## config.mk

```make
export PLATFORM = sky130hd
export DESIGN_NAME = lfcp_top
export DESIGN_NICKNAME = d
export VERILOG_FILES = /design/src/inc/lfcp_pkg.sv /design/src/verilog/lfcp_frame_div.sv /design/src/verilog/lfcp_top.sv
export VERILOG_INCLUDE_DIRS = /design/src /design/src/inc
export SDC_FILE = /design/constraint.sdc
export NUM_CORES = 1
export LEC_CHECK = 0
export BUFFER_PORTS_ARGS = -buffer_cell sky130_fd_sc_hd__buf_2
export CAP_MARGIN = 20
export CORE_MARGIN = 1
export CORE_UTILIZATION = 35
export DETAILED_ROUTE_END_ITERATION = 10
export PLACE_DENSITY = 0.64
export SLEW_MARGIN = 20
export SYNTH_ARGS = -nofsm -noshare
export SYNTH_HDL_FRONTEND = slang
export SYNTH_SLANG_ARGS = --single-unit
```

## constraint.sdc

```tcl
create_clock -name mclk_i -period 3.1 [get_ports mclk_i]
set_input_delay 0.31 -clock mclk_i [delete_from_list [all_inputs] [get_ports mclk_i]]
set_output_delay 0.31 -clock mclk_i [all_outputs]
set_load 0.005 [all_outputs]
```

## src/inc/lfcp_map.svh

```systemverilog
// lfcp_map.svh: field widths, reset values and counts for the lcd frame clock
// and pin block; assumes nothing beyond a plain systemverilog compiler.
`ifndef LFCP_MAP_SVH
`define LFCP_MAP_SVH
// ==========================================================================
// divider figures
`define LFCP_BASE_DIV       16
`define LFCP_FRM_SEL_W      4
`define LFCP_DUTY_SEL_W     3
`define LFCP_FRM_SEL_RST    4'h0
`define LFCP_DUTY_SEL_RST   3'h0
// ==========================================================================
// pin group sizes
`define LFCP_COM_LOW_N      4
`define LFCP_SHARED_N       4
`define LFCP_SEG_MID_N      20
// duty select value from which the shared pins become commons (1/5 duty)
`define LFCP_DUTY_SHARED_COM 3'h4
`endif

```

## src/inc/lfcp_pkg.sv

```systemverilog
// lfcp_pkg.sv: types for the lcd frame clock and pin block.
// assumes lfcp_map.svh is on the include path.
`include "lfcp_map.svh"
package lfcp_pkg;
   // ==========================================================================
   // configuration carried as one word
   typedef struct packed {
      logic                         drv_en;
      logic                         discharge_enable;
      logic                         debug_run;
      logic [`LFCP_FRM_SEL_W-1:0]   frame_divider_select;
      logic [`LFCP_DUTY_SEL_W-1:0]  duty_select;
   } lfcp_cfg_t;
   // electrode drive values and enables
   typedef struct packed {
      logic [`LFCP_COM_LOW_N-1:0]   com_low;
      logic [`LFCP_SHARED_N-1:0]    shared;
      logic [`LFCP_SEG_MID_N-1:0]   seg_mid;
   } lfcp_pins_t;
   typedef enum logic [1:0] {LFCP_IDLE, LFCP_RUN, LFCP_HALT} lfcp_state_t;
endpackage

```

## src/verilog/lfcp_frame_div.sv

```systemverilog
// lfcp_frame_div.sv: frame divider counting core-clock ticks.
// assumes core_tick_i is a one-cycle pulse per core clock period.
`timescale 1ns/1ps
`include "lfcp_map.svh"
module lfcp_frame_div #(
   parameter int FRM_W  = 4,
   parameter int DUTY_W = 3
) (
   // clock and reset
   input  wire logic              mclk_i,
   input  wire logic              rst_n_i,
   // control
   input  wire logic              run_i,
   input  wire logic              core_tick_i,
   input  wire logic [FRM_W-1:0]  frame_divider_select_i,
   input  wire logic [DUTY_W-1:0] duty_select_i,
   // frame pulse
   output logic                   frame_pulse_o
);
   localparam int CNT_W = 4 + FRM_W + DUTY_W;
   // ==========================================================================
   // terminal count is 16*(frm+1)*(duty+1)-1
   logic [CNT_W-1:0] cnt;
   logic [CNT_W-1:0] terminal;
   wire              at_end;
   assign terminal = CNT_W'(`LFCP_BASE_DIV * (32'(frame_divider_select_i) + 32'd1)
                     * (32'(duty_select_i) + 32'd1) - 32'd1);
   assign at_end   = (cnt >= terminal);
   // counter holds its value while halted, so a resume picks up where it stood
   always_ff @(posedge mclk_i or negedge rst_n_i)
   begin
      if (!rst_n_i)
      begin
         cnt           <= '0;
         frame_pulse_o <= 1'b0;
      end
      else
      begin
         frame_pulse_o <= run_i & core_tick_i & at_end;
         if (run_i && core_tick_i)
            cnt <= at_end ? '0 : cnt + CNT_W'(1);
      end
   end
endmodule

```

## src/verilog/lfcp_top.sv

```systemverilog
// lfcp_top.sv: lcd frame timing and electrode pin control.
// assumes the core clock arrives as a one-cycle tick on core_tick_i, about 32 kHz,
// and that waveform data for each electrode comes from the drive generator.
//
// Functional notes
// - frame = core / (16*(frm+1)*(duty+1))
// - debug without debug run halts, display off
// - leaving debug restores clock, operation resumes
// - registers hold their values during debug halt; pin_o drops to 0 and pin_oe_o follows discharge_enable while halted
// - debug run keeps display running in debug
// - shared pins are commons or segments by duty
// - assigned pins drive low if discharge enabled
// - frame monitor output starts low
// - duty select offers 1/8 to static
`timescale 1ns/1ps
`include "lfcp_map.svh"
module lfcp_top (
   // clock and reset
   input  wire logic                 mclk_i,
   input  wire logic                 rst_n_i,
   // core clock tick and debug state
   input  wire logic                 core_tick_i,
   input  wire logic                 cpu_debug_i,
   // configuration
   input  wire lfcp_pkg::lfcp_cfg_t  cfg_i,
   // waveform levels from the drive generator
   input  wire lfcp_pkg::lfcp_pins_t wave_i,
   // electrode pins
   output lfcp_pkg::lfcp_pins_t      pin_o,
   output lfcp_pkg::lfcp_pins_t      pin_oe_o,
   output logic [`LFCP_SHARED_N-1:0] shared_is_com_o,
   // frame monitor and status
   output logic                      frame_monitor_out_o,
   output logic                      frame_pulse_o,
   output logic                      display_on_o,
   output lfcp_pkg::lfcp_state_t     state_o
);
   // ==========================================================================
   // state decode
   lfcp_pkg::lfcp_state_t state;
   lfcp_pkg::lfcp_state_t next_state;
   wire halt_req;
   wire run;
   wire shared_com;
   assign halt_req = cpu_debug_i & ~cfg_i.debug_run;
   assign run      = (state == lfcp_pkg::LFCP_RUN);
   // duty 1/5..1/8 needs commons 4-7, shorter duties use them as segments
   assign shared_com = (cfg_i.duty_select >= `LFCP_DUTY_SHARED_COM);

   // state machine: halt freezes the divider count, nothing is reset by debug
   always_comb
   begin
      next_state = state;
      case (state)
         lfcp_pkg::LFCP_IDLE:
            if (cfg_i.drv_en && !halt_req)
               next_state = lfcp_pkg::LFCP_RUN;
         lfcp_pkg::LFCP_RUN:
            if (!cfg_i.drv_en)
               next_state = lfcp_pkg::LFCP_IDLE;
            else if (halt_req)
               next_state = lfcp_pkg::LFCP_HALT;
         lfcp_pkg::LFCP_HALT:
            if (!halt_req)
               next_state = cfg_i.drv_en ? lfcp_pkg::LFCP_RUN
                                         : lfcp_pkg::LFCP_IDLE;
         default:
            next_state = lfcp_pkg::LFCP_IDLE;
      endcase
   end

   always_ff @(posedge mclk_i or negedge rst_n_i)
   begin
      if (!rst_n_i)
         state <= lfcp_pkg::LFCP_IDLE;
      else
         state <= next_state;
   end

   // ==========================================================================
   // frame divider
   wire frame_pulse;
   lfcp_frame_div #(
      .FRM_W  (`LFCP_FRM_SEL_W),
      .DUTY_W (`LFCP_DUTY_SEL_W)
   ) u_div (
      .mclk_i                 (mclk_i),
      .rst_n_i                (rst_n_i),
      .run_i                  (run),
      .core_tick_i            (core_tick_i),
      .frame_divider_select_i (cfg_i.frame_divider_select),
      .duty_select_i          (cfg_i.duty_select),
      .frame_pulse_o          (frame_pulse)
   );
   assign frame_pulse_o = frame_pulse;

   // frame monitor toggles per frame, low while idle, holds its level while halted
   always_ff @(posedge mclk_i or negedge rst_n_i)
   begin
      if (!rst_n_i)
         frame_monitor_out_o <= 1'b0;
      else if (state == lfcp_pkg::LFCP_IDLE)
         frame_monitor_out_o <= 1'b0;
      else if (frame_pulse)
         frame_monitor_out_o <= ~frame_monitor_out_o;
   end

   // ==========================================================================
   // pin drive: data from flops; low when not displaying with discharge
   lfcp_pkg::lfcp_pins_t next_pin;
   lfcp_pkg::lfcp_pins_t next_oe;
   assign next_pin = run ? wave_i : '0;
   assign next_oe  = (run || cfg_i.discharge_enable) ? '1 : '0;

   always_ff @(posedge mclk_i or negedge rst_n_i)
   begin
      if (!rst_n_i)
      begin
         pin_o           <= '0;
         pin_oe_o        <= '0;
         shared_is_com_o <= '0;
      end
      else
      begin
         pin_o           <= next_pin;
         pin_oe_o        <= next_oe;
         shared_is_com_o <= {`LFCP_SHARED_N{shared_com}};
      end
   end

   assign display_on_o = run;
   assign state_o      = state;
endmodule

```

==> results of run 1 <==
## critical path, cell delays in order
cell and delay [ns]:
buf_8 0.10, ha_4 0.17, xnor2_4 0.21, nor2_4 0.05, fa_1 0.55, fa_1 0.46
fa_2 0.37, a21o_1 0.20, a21oi_2 0.12, xnor3_1 0.23, xnor2_1 0.14, xnor2_1 0.14
ha_1 0.31, and4_4 0.26, a21oi_4 0.08, a221o_1 0.30
## timing repair
item,in CTS,in global routing
setup buffers,3,1
resized for setup,26,4
pin swaps,21,7
setup endpoints to repair,12,12
## state kept, by name, indices dropped and copies added (netlist names)
register             count
pin_o                   28
u_div.cnt               11
state_o                  2
frame_monitor_out_o      1
pin_oe_o                 1
shared_is_com_o          1
u_div.frame_pulse_o      1
## per-layer routing
layer  vias to the layer above  GRT usage [%]
met5                         -              0
met4                         0          5.483
met3                         4          2.862
met2                        77          25.69
met1                       993          17.43
li1                       1037              -
## cells in the final DEF, fill, tap and decap left out, types with 8 or more instances in the layout
cell type | netlist | final
buf_2 | 1 | 101
dfrtp_1 | 45 | 45
inv_1 | 13 | 8
nor2_1 | 23 | 21
buf_4 | 30 | 22
ha_1 | 20 | 16
xnor2_1 | 11 | 9
and2_1 | 29 | 29
nand3_1 | 9 | 9
nand2_1 | 10 | 10
## metrics by stage
stage	TNS, ns	total power [W]
detailed placement	-13.19	0.001363
global route	-10.60	0.001946
global placement	-12.08	0.001347
CTS	-8.401	0.001800
floorplan	-8.414	0.001160
finish	-8.408	0.001797
## area by class of cell
class	count	area [sq um]
sequential	45	1126
clock buffer	5	68.82
tap	99	123.9
fill	704	3769
inverter	13	56.30
timing repair buffer	128	734.5
multi-input combinational	170	1428
clock inverter	3	25.02
## power groups by stage
stage | clock network, W | registers [W] | logic, W
global route | 0.000403 | 0.000727 | 0.000816
CTS | 0.000383 | 0.000713 | 0.000703
detailed placement | 0 | 0.000723 | 0.000640
global placement | 0 | 0.000724 | 0.000623
finish | 0.000367 | 0.000713 | 0.000717
floorplan | 0 | 0.000711 | 0.000449
## cell usage after synthesis, types with 2 or more instances
cell | instances | share of area, %
and2_1 | 29 | 6.8
nand3_1 | 9 | 1.7
xor2_1 | 6 | 2.0
inv_1 | 13 | 1.8
fa_1 | 6 | 4.5
nand2_1 | 10 | 1.4
a221o_1 | 3 | 1.1
buf_4 | 30 | 8.4
or2_2 | 2 | 0.47
ha_1 | 20 | 9.3
and3_1 | 3 | 0.70
dfrtp_1 | 45 | 42
a21o_1 | 5 | 1.4
o31ai_1 | 2 | 0.56
xnor2_1 | 11 | 3.6
nor2b_1 | 3 | 0.70
o21ai_0 | 4 | 0.75
a21oi_1 | 11 | 2.1
nand2b_1 | 3 | 0.70
nor3_1 | 4 | 0.75
nor2_1 | 23 | 3.2
clkbuf_1 | 4 | 0.56
a211oi_1 | 2 | 0.56
nand3b_1 | 2 | 0.56
## kinds of logic after synthesis
family                   after synthesis  share of synthesized area [%]
AO/OA/AOI/OAI                         32                          8.023
XOR/XNOR                              18                          6.390
adder cells (fa/ha/maj)               26                          13.81
buffers and inverters                 49                          11.29
flip-flops                            45                          41.98
AND/OR/NAND/NOR                       94                          18.52
## worst max path at each step
| stage | start | endpoint | slack [ns] | depth (start not counted) |
|---|---|---|---|---|
| after global routing | cfg_i[3] | u_div.cnt[4] | -0.91 | 17 |
| after detailed placement | cfg_i[0] | u_div.cnt[4] | -1.14 | 19 |
| after global placement | cfg_i[0] | u_div.cnt[6] | -1.04 | 19 |
| after CTS | cfg_i[4] | u_div.cnt[4] | -0.74 | 16 |
| final | cfg_i[4] | u_div.cnt[2] | -0.72 | 16 |
| after floorplan | cfg_i[0] | u_div.cnt[2] | -0.79 | 15 |
==> run_results.csv, run 1 <==
group,metric,value,unit
drt,ant_nets,0,
place,dp.cells,451,
global_route,first_global_vias,1962,
pwr,power.leakage,1.835,nW
drt,met3_length,374,um
sta,hold_viol_final,3,
yosys,synth.distinct_cells,38,
worst_setup_path,r2r_slack,1.14,ns
drt,first_pass_iters,4,
pwr,seqPwrFrac,39.7,%
drt,routed_via_density,4.559,
drt,drc,0,
outcome,status,"complete, but fails checks",
sta,fin_crit_sh,123.2,%
worst_setup_path,crit_path_start_kind,"input pin",
pwr,power.density,504.5,nW/um^2
final_layout,syn2layout_area_growth,32.79,%
clock_network,clkSinkCount,45,
sta,tightest_slew,0.5584,ns
clock_network,cts_tree,"done",
clock_network,htree_levels,2,
worst_setup_path,crit_fanout,5,
yosys,syn-num-nets,332,
place,gp_congestion,0.8392,
final_layout,drive_above_1_share,45.60,%
min_path,hold_class,"in2async",
yosys,synth_area,2683,sq um
worst_setup_path,worstPathRequired,3.28,ns
yosys,syn_inst,264,
floorplanning,die_y,89.55,um
global_route,grt_max_degree,46,
drt,top_layer,"met4",
pwr,p_sw,0.0006321,W
floorplanning,ios,107,
yosys,postSynth.asyncResetShare,100.0,%
drt,drtIter0Drc,56,
worst_setup_path,path_class,"in2reg",
clock_network,worst_skew_pair.late_latency,0.30,ns
outcome,failed_checks,"hold timing, setup timing",
final_layout,layout.cells.non_filler,463,
sta,setup_viol,12,
floorplanning,core,7331,sq um
pwr,swShare,35.17,%
pwr,pwr-share-comb,39.9,%
floorplanning,start_util,36.59,%
worst_setup_path,worstReg2RegStart,"state_o[1]",
drt,met2WireLength,2724,um
final_layout,nets,431,
yosys,avgSynthCellArea,10.16,sq um
sta,holdWs,-0.003491,ns
clock_network,cts_max_path_buffers,2,
sta,rsz0062_at_grt,"true",
global_route,grt_usage,14.55,%
yosys,synth-edff-count,0,
sta,fin_skew,0.01106,ns
worst_setup_path,r2r-end,"u_div.cnt[9]",
drt,vias,2111,
floorplanning,die_width,89.55,um
yosys,synth_warnings,0,
sta,max_freq,0.2617,GHz
drt,routed_wl,5552,um
yosys,ys_seq_area_share,41.98,%
sta,min_period,3.821,ns
global_route,grt-ovfl-total,0,
yosys,synth_ff_type,"dfrtp_1",
worst_setup_path,end_kind,"register",
place,dp_hpwl,4328,um
place,place_area,3316,sq um
pwr,clkPwrFrac,20.4,%
job,timing.max_cap.violations,0,
yosys,ys_ff_latch,45,
pwr,p_int,0.001165,W
drt,met1_length,2399,um
final_layout,diodes,0,
clock_network,hold_buffers,0,
clock_network,cts_root_buffer,"clkbuf_8",
final_layout,fin_util,48.59,%
clock_network,clk_pin_slew,0.09,ns
floorplanning,dieArea,8018,sq um
global_route,grt_first_pass_wirelength,8935,um
worst_setup_path,cp.arrival,4.00,ns
sta,relSlewSlack,62.77,%
global_route,antenna_found_initial,0,
pwr,ir_drop,0.2031,mV
place,numPortBuffers,106,
final_layout,fin_area,3562,sq um
sta,slew_violations,0,
place,pre_cts_ws,-1.145,ns
drt,wl_per_cell,11.99,um
sta,worst_slack,-0.7207,ns
clock_network,cts_buffers,5,
worst_setup_path,reg2reg_depth,5,
floorplanning,rows,31,
(Power assumes the default switching activity.)
==> inputs of run 2 (changes only) <==
--- a/config.mk
+++ b/config.mk
@@ -6,9 +6,9 @@
 export SDC_FILE = /design/constraint.sdc
 export NUM_CORES = 1
 export LEC_CHECK = 0
-export BUFFER_PORTS_ARGS = -buffer_cell sky130_fd_sc_hd__buf_2
+export BUFFER_PORTS_ARGS = -buffer_cell sky130_fd_sc_hd__buf_4
 export CAP_MARGIN = 20
-export CORE_MARGIN = 1
+export CORE_MARGIN = 3
 export CORE_UTILIZATION = 35
 export DETAILED_ROUTE_END_ITERATION = 10
 export PLACE_DENSITY = 0.64
==> run 2 against run 1 <==
The flow finishes with violations (setup timing); via count shrank 1.6%; clock skew is 0.0047 ns lower; global-route usage fell by 0.86 points; worst setup slack got worse by 0.016 ns; clock-buffer cell count stayed put; utilization up 3.5 points; critical endpoint is now u_div.cnt[6]; largest cell class unchanged.
==> run_results.csv, run 2 (synthesis results as in run 1) <==
group,metric,value,unit
outcome,status,"complete, but fails checks",
outcome,failed_checks,"setup timing",
floorplanning,start_util,36.59,%
global_route,first_global_vias,1986,
sta,fin_crit_sh,123.8,%
worst_setup_path,crit_family,"adder cells",
final_layout,largest_reg_flops,28,
sta,min_period,3.837,ns
sta,max_freq,0.2606,GHz
sta,fin_skew,0.006332,ns
place,dp_hpwl,4740,um
global_route,grt_first_pass_wirelength,9473,um
clock_network,worst_skew_pair.late_latency,0.29,ns
place,numPortBuffers,106,
worst_setup_path,cp.arrival,4.02,ns
worst_setup_path,worstPathRequired,3.28,ns
drt,drc,0,
global_route,grt_usage,13.69,%
worst_setup_path,crit_path_top_delay_cell,"fa_1",
floorplanning,die_y,93.55,um
pwr,power.leakage,1.918,nW
drt,routed_wl,6065,um
clock_network,cts_tree,"done",
clock_network,clkSinkCount,45,
drt,routed_via_density,4.467,
final_layout,final_cell_mix,"126 x buf_4, 45 x dfrtp_1, 29 x and2_1",
clock_network,hold_buffers,0,
floorplanning,dieArea,8751,sq um
pwr,ir_drop,0.1628,mV
final_layout,diodes,0,
worst_setup_path,worst-path-buf-inv,1,
floorplanning,ios,107,
sta,hold_viol_final,0,
place,dp.cells,451,
sta,tightest_slew,0.7212,ns
final_layout,syn2layout_area_growth,42.30,%
clock_network,clk_pin_slew,0.09,ns
floorplanning,die_width,93.55,um
final_layout,nets,433,
worst_setup_path,end_kind,"register",
final_layout,seqCellArea,1126,sq um
global_route,antenna_found_initial,0,
clock_network,cts_root_buffer,"clkbuf_8",
min_path,hold_class,"in2async",
sta,worst_slack,-0.7367,ns
final_layout,final_common_cell,"buf_4",
worst_setup_path,path_class,"in2reg",
job,timing.max_cap.violations,0,
sta,rsz0062_at_grt,"true",
worst_setup_path,crit_fanout,5,
drt,wl_per_cell,13.04,um
sta,slew_violations,0,
clock_network,htree_levels,2,
pwr,total_power,0.001868,W
place,gp_congestion,0.7986,
drt,ant_nets,0,
pwr,power.density,489.2,nW/um^2
drt,first_pass_iters,4,
floorplanning,rows,31,
sta,relSlewSlack,51.92,%
sta,holdWs,0.0001036,ns
final_layout,multi_input_area,1430,sq um
clock_network,cts_max_path_buffers,2,
global_route,grt-ovfl-total,0,
floorplanning,core,7331,sq um
worst_setup_path,slowest_delay,0.55,ns
drt,vias,2077,
worst_setup_path,cp_cell_sequence,"buf_8 > ha_4 > xnor2_4 > nor2_4 > fa_1 > fa_1 > fa_2 > a21o_1 > a21oi_2 > xnor3_1 > xnor2_1 > xnor2_1 > ha_1 > and4_4 > a21oi_4 > a221o_1",
clock_network,cts_buffers,5,
final_layout,layout.cells.non_filler,465,
final_layout,regMostFlops,"pin_o",
final_layout,fin_util,52.07,%
final_layout,n_fill_cell,663,
final_layout,drive_above_1_share,46.17,%
global_route,grt_max_degree,46,
drt,drtIter0Drc,101,
sta,setup_viol,12,
worst_setup_path,crit_path_start_kind,"input pin",
==> run 2: cell types whose count changed in the layout (fill, tap and decap cells not counted), sizes merged <==
| cell | previous run | this run |
|---|---|---|
| buf | 128 | 130 |
==> run 2: worst paths after layout <==
path,from,endpoint,slack (ns),cells after the start
max in group asynchronous,rst_n_i,pin_o[5],2.71,1
worst min-delay path,rst_n_i,pin_o[11],0.0001,1
min in group mclk_i,cfg_i[2],shared_is_com_o[0],0.18,1
worst max register to register,state_o[1],u_div.cnt[9],1.17,5
worst max-delay path,cfg_i[3],u_div.cnt[6],-0.74,16
worst min register to register,frame_monitor_out_o,frame_monitor_out_o,0.56,2
==> run 2: report_power, final <==
part           switching (W)  internal [W]
sequential         0.0000694      0.000645
clock               0.000203      0.000160
combinational       0.000370      0.000421
==> run 2: per-stage QoR <==
stage	setup TNS [ns]	instance area, sq um	setup WS, ns
finish	-8.475	3817	-0.7367
CTS	-7.572	3786	-0.7262
floorplan	-8.414	2780	-0.7926
detailed placement	-12.48	3581	-1.083
global placement	-11.77	3581	-1.013
global route	-10.26	3817	-0.8840
==> run 2: area by class of cell <==
class                      instances  area share, %
tap                               99          3.245
clock buffer                       5          1.803
inverter                          13          1.278
timing repair buffer             130          26.16
clock inverter                     3         0.5572
multi-input combinational        170          37.46
sequential                        45          29.50
==> run 2: timing repair <==
action,in CTS,in global routing
setup endpoints to repair,12,12
setup buffers,4,3
pin swaps,21,7
gates resized for setup,20,3
==> run 2: worst reg2reg max path, delay by kind of cell, from the launching register on <==
family           cells  cell delay [ns]
flip-flops           1             0.44
XOR/XNOR             1             0.18
AO/OA/AOI/OAI        1             0.04
AND/OR/NAND/NOR      3             1.15
==> run 2: per-layer routing <==
layer	track usage, %	routed length, um	part of all wire [%]	vias up
li1	-	-	-	1039
met1	18.39	2689	44	960
met2	22.22	2869	47	73
met3	2.977	439	7.2	5
met4	3.971	68	1.1	0
met5	0	0	0	-
==> inputs of run 3 (changes only) <==
--- a/config.mk
+++ b/config.mk
@@ -11,7 +11,7 @@
 export CORE_MARGIN = 3
 export CORE_UTILIZATION = 35
 export DETAILED_ROUTE_END_ITERATION = 10
-export PLACE_DENSITY = 0.64
+export PLACE_DENSITY = 0.66
 export SLEW_MARGIN = 20
 export SYNTH_ARGS = -nofsm -noshare
 export SYNTH_HDL_FRONTEND = slang
==> constraint.sdc (replaced) <==
create_clock -name mclk_i -period 3.25 [get_ports mclk_i]
set_input_delay 0.325 -clock mclk_i [delete_from_list [all_inputs] [get_ports mclk_i]]
set_output_delay 0.325 -clock mclk_i [all_outputs]
set_load 0.005 [all_outputs]
==> run 3 against run 2 <==
Clock skew grew 0.0034 ns; the run still ends with setup timing left; first-iteration DRC count shrank 73%; via count grew 0.48%; clock-buffer cell count is the same; final cell count shrank 0.86%; combinational power shrank 11%; critical endpoint is now u_div.cnt[4]; sequential power shrank 4.6%; design area grew 0.33%; global-route usage shrank 0.30 points; total power grew 1.1%; critical path depth is the same.
==> run_results.csv, run 3 (synthesis results as in run 1) <==
group,metric,value,unit
sta,max_freq,0.2615,GHz
sta,hold_viol_final,0,
worst_setup_path,crit_end,"u_div.cnt[4]",
clock_network,cts_root_buffer,"clkbuf_8",
clock_network,hold_buffers,0,
drt,first_pass_iters,4,
worst_setup_path,crit_path_start_kind,"input pin",
worst_setup_path,path_class,"in2reg",
clock_network,cts_tree,"done",
sta,fin_crit_sh,117.7,%
global_route,grt_first_pass_wirelength,9280,um
final_layout,fin_area,3830,sq um
clock_network,htree_levels,2,
place,pre_cts_ws,-0.9741,ns
sta,setup_tns,-5.613,ns
drt,vias,2087,
final_layout,syn2layout_area_growth,42.77,%
worst_setup_path,reg2reg_depth,5,
drt,ant_nets,0,
sta,rsz0062_at_grt,"true",
floorplanning,dieArea,8751,sq um
floorplanning,die_y,93.55,um
place,dp_hpwl,4610,um
worst_setup_path,r2r-end,"u_div.cnt[9]",
worst_setup_path,end_kind,"register",
outcome,status,"complete, but fails checks",
global_route,grt_usage,13.40,%
pwr,ir_drop,0.1695,mV
floorplanning,start_util,36.59,%
floorplanning,rows,31,
sta,relSlewSlack,50.67,%
floorplanning,core,7331,sq um
sta,min_period,3.824,ns
clock_network,cts_max_path_buffers,2,
worst_setup_path,worstReg2RegStart,"state_o[1]",
clock_network,clkSinkCount,45,
pwr,total_power,0.001888,W
pwr,power.density,492.9,nW/um^2
drt,wl_per_cell,13.03,um
drt,drc,0,
drt,drtIter0Drc,27,
sta,slew_violations,0,
sta,setup_viol,12,
floorplanning,die_width,93.55,um
worst_setup_path,startpoint,"cfg_i[3]",
final_layout,regMostFlops,"pin_o",
clock_network,cts_buffers,5,
outcome,failed_checks,"setup timing",
clock_network,clk_pin_slew,0.08,ns
final_layout,final_cell_mix,"122 x buf_4, 45 x dfrtp_1, 29 x and2_1",
worst_setup_path,crit_fanout,5,
worst_setup_path,cp.arrival,4.01,ns
final_layout,largest_reg_flops,28,
job,timing.max_cap.violations,0,
worst_setup_path,worstPathRequired,3.43,ns
min_path,hold_class,"in2async",
drt,routed_via_density,4.527,
sta,fin_skew,0.009721,ns
floorplanning,ios,107,
clock_network,worst_skew_pair.late_latency,0.30,ns
global_route,antenna_found_initial,0,
worst_setup_path,r2r_slack,1.35,ns
global_route,first_global_vias,1965,
place,gp_congestion,0.7841,
final_layout,fin_util,52.24,%
place,numPortBuffers,106,
sta,worst_slack,-0.5743,ns
global_route,grt-ovfl-total,0,
sta,tightest_slew,0.7400,ns
final_layout,drive_above_1_share,45.86,%
pwr,power.leakage,1.922,nW
place,place_area,3573,sq um
final_layout,final_common_cell,"buf_4",
drt,routed_wl,6005,um
final_layout,diodes,0,
final_layout,nets,429,
global_route,grt_max_degree,46,
==> run 3: area by class of cell <==
cell class	instances	area [sq um]
Inverter	13	53.80
Tap cell	99	123.9
Fill cell	647	3501
Timing Repair Buffer	126	964.7
Clock buffer	5	68.82
Multi-Input combinational cell	170	1424
Clock inverter	3	68.82
Sequential cell	45	1126
==> run 3: where the power goes <==
part           internal, W  leakage (nW)  switching (W)  total [W]
Combinational     0.000364          1.27       0.000337   0.000701
Sequential        0.000615         0.588      0.0000661   0.000681
Clock             0.000309        0.0687       0.000196   0.000505
==> run 3: per-stage QoR <==
| stage | hold slack [ns] | cells |
|---|---|---|
| floorplan | 0.02941 | 264 |
| global placement | 0.3556 | 450 |
| detailed placement | 0.3606 | 450 |
| CTS | 0.02492 | 461 |
| global route | 0.04852 | 461 |
| finish | 0.01297 | 461 |
==> run 3: routing by layer <==
metal  track usage [%]  routed length [um]  vias to the layer above
met1             17.85                2720                      957
li1                  -                   -                     1036
met2             20.31                2674                       88
met5                 0                   0                        -
met4             6.498                 149                        0
met3             3.298                 461                        6
==> run 3: what timing repair did <==
item | 4_1_cts | 5_1_grt
setup buffers | 3 | 0
cloned | 0 | 0
gates resized for setup | 21 | 3
pin swaps | 20 | 6
setup endpoints to repair | 12 | 12
==> run 3: worst min path at each step <==
stage,from,end,cells after the start
floorplan,rst_n_i,frame_monitor_out_o,0
global placement,rst_n_i,pin_o[10],1
detailed placement,rst_n_i,pin_o[10],1
CTS,rst_n_i,pin_o[10],1
global route,rst_n_i,pin_o[10],1
finish,rst_n_i,pin_o[9],1
==> run 3: critical path, stage by stage <==
cell and delay (ns):
buf_8 0.10, ha_4 0.17, xnor2_4 0.16, nor2_2 0.06, fa_1 0.55, fa_1 0.46
fa_2 0.37, a21o_1 0.20, a21oi_2 0.14, xnor3_1 0.23, xnor2_1 0.19, xnor2_1 0.09
ha_1 0.31, and4_4 0.26, a21oi_4 0.08, a221o_1 0.32
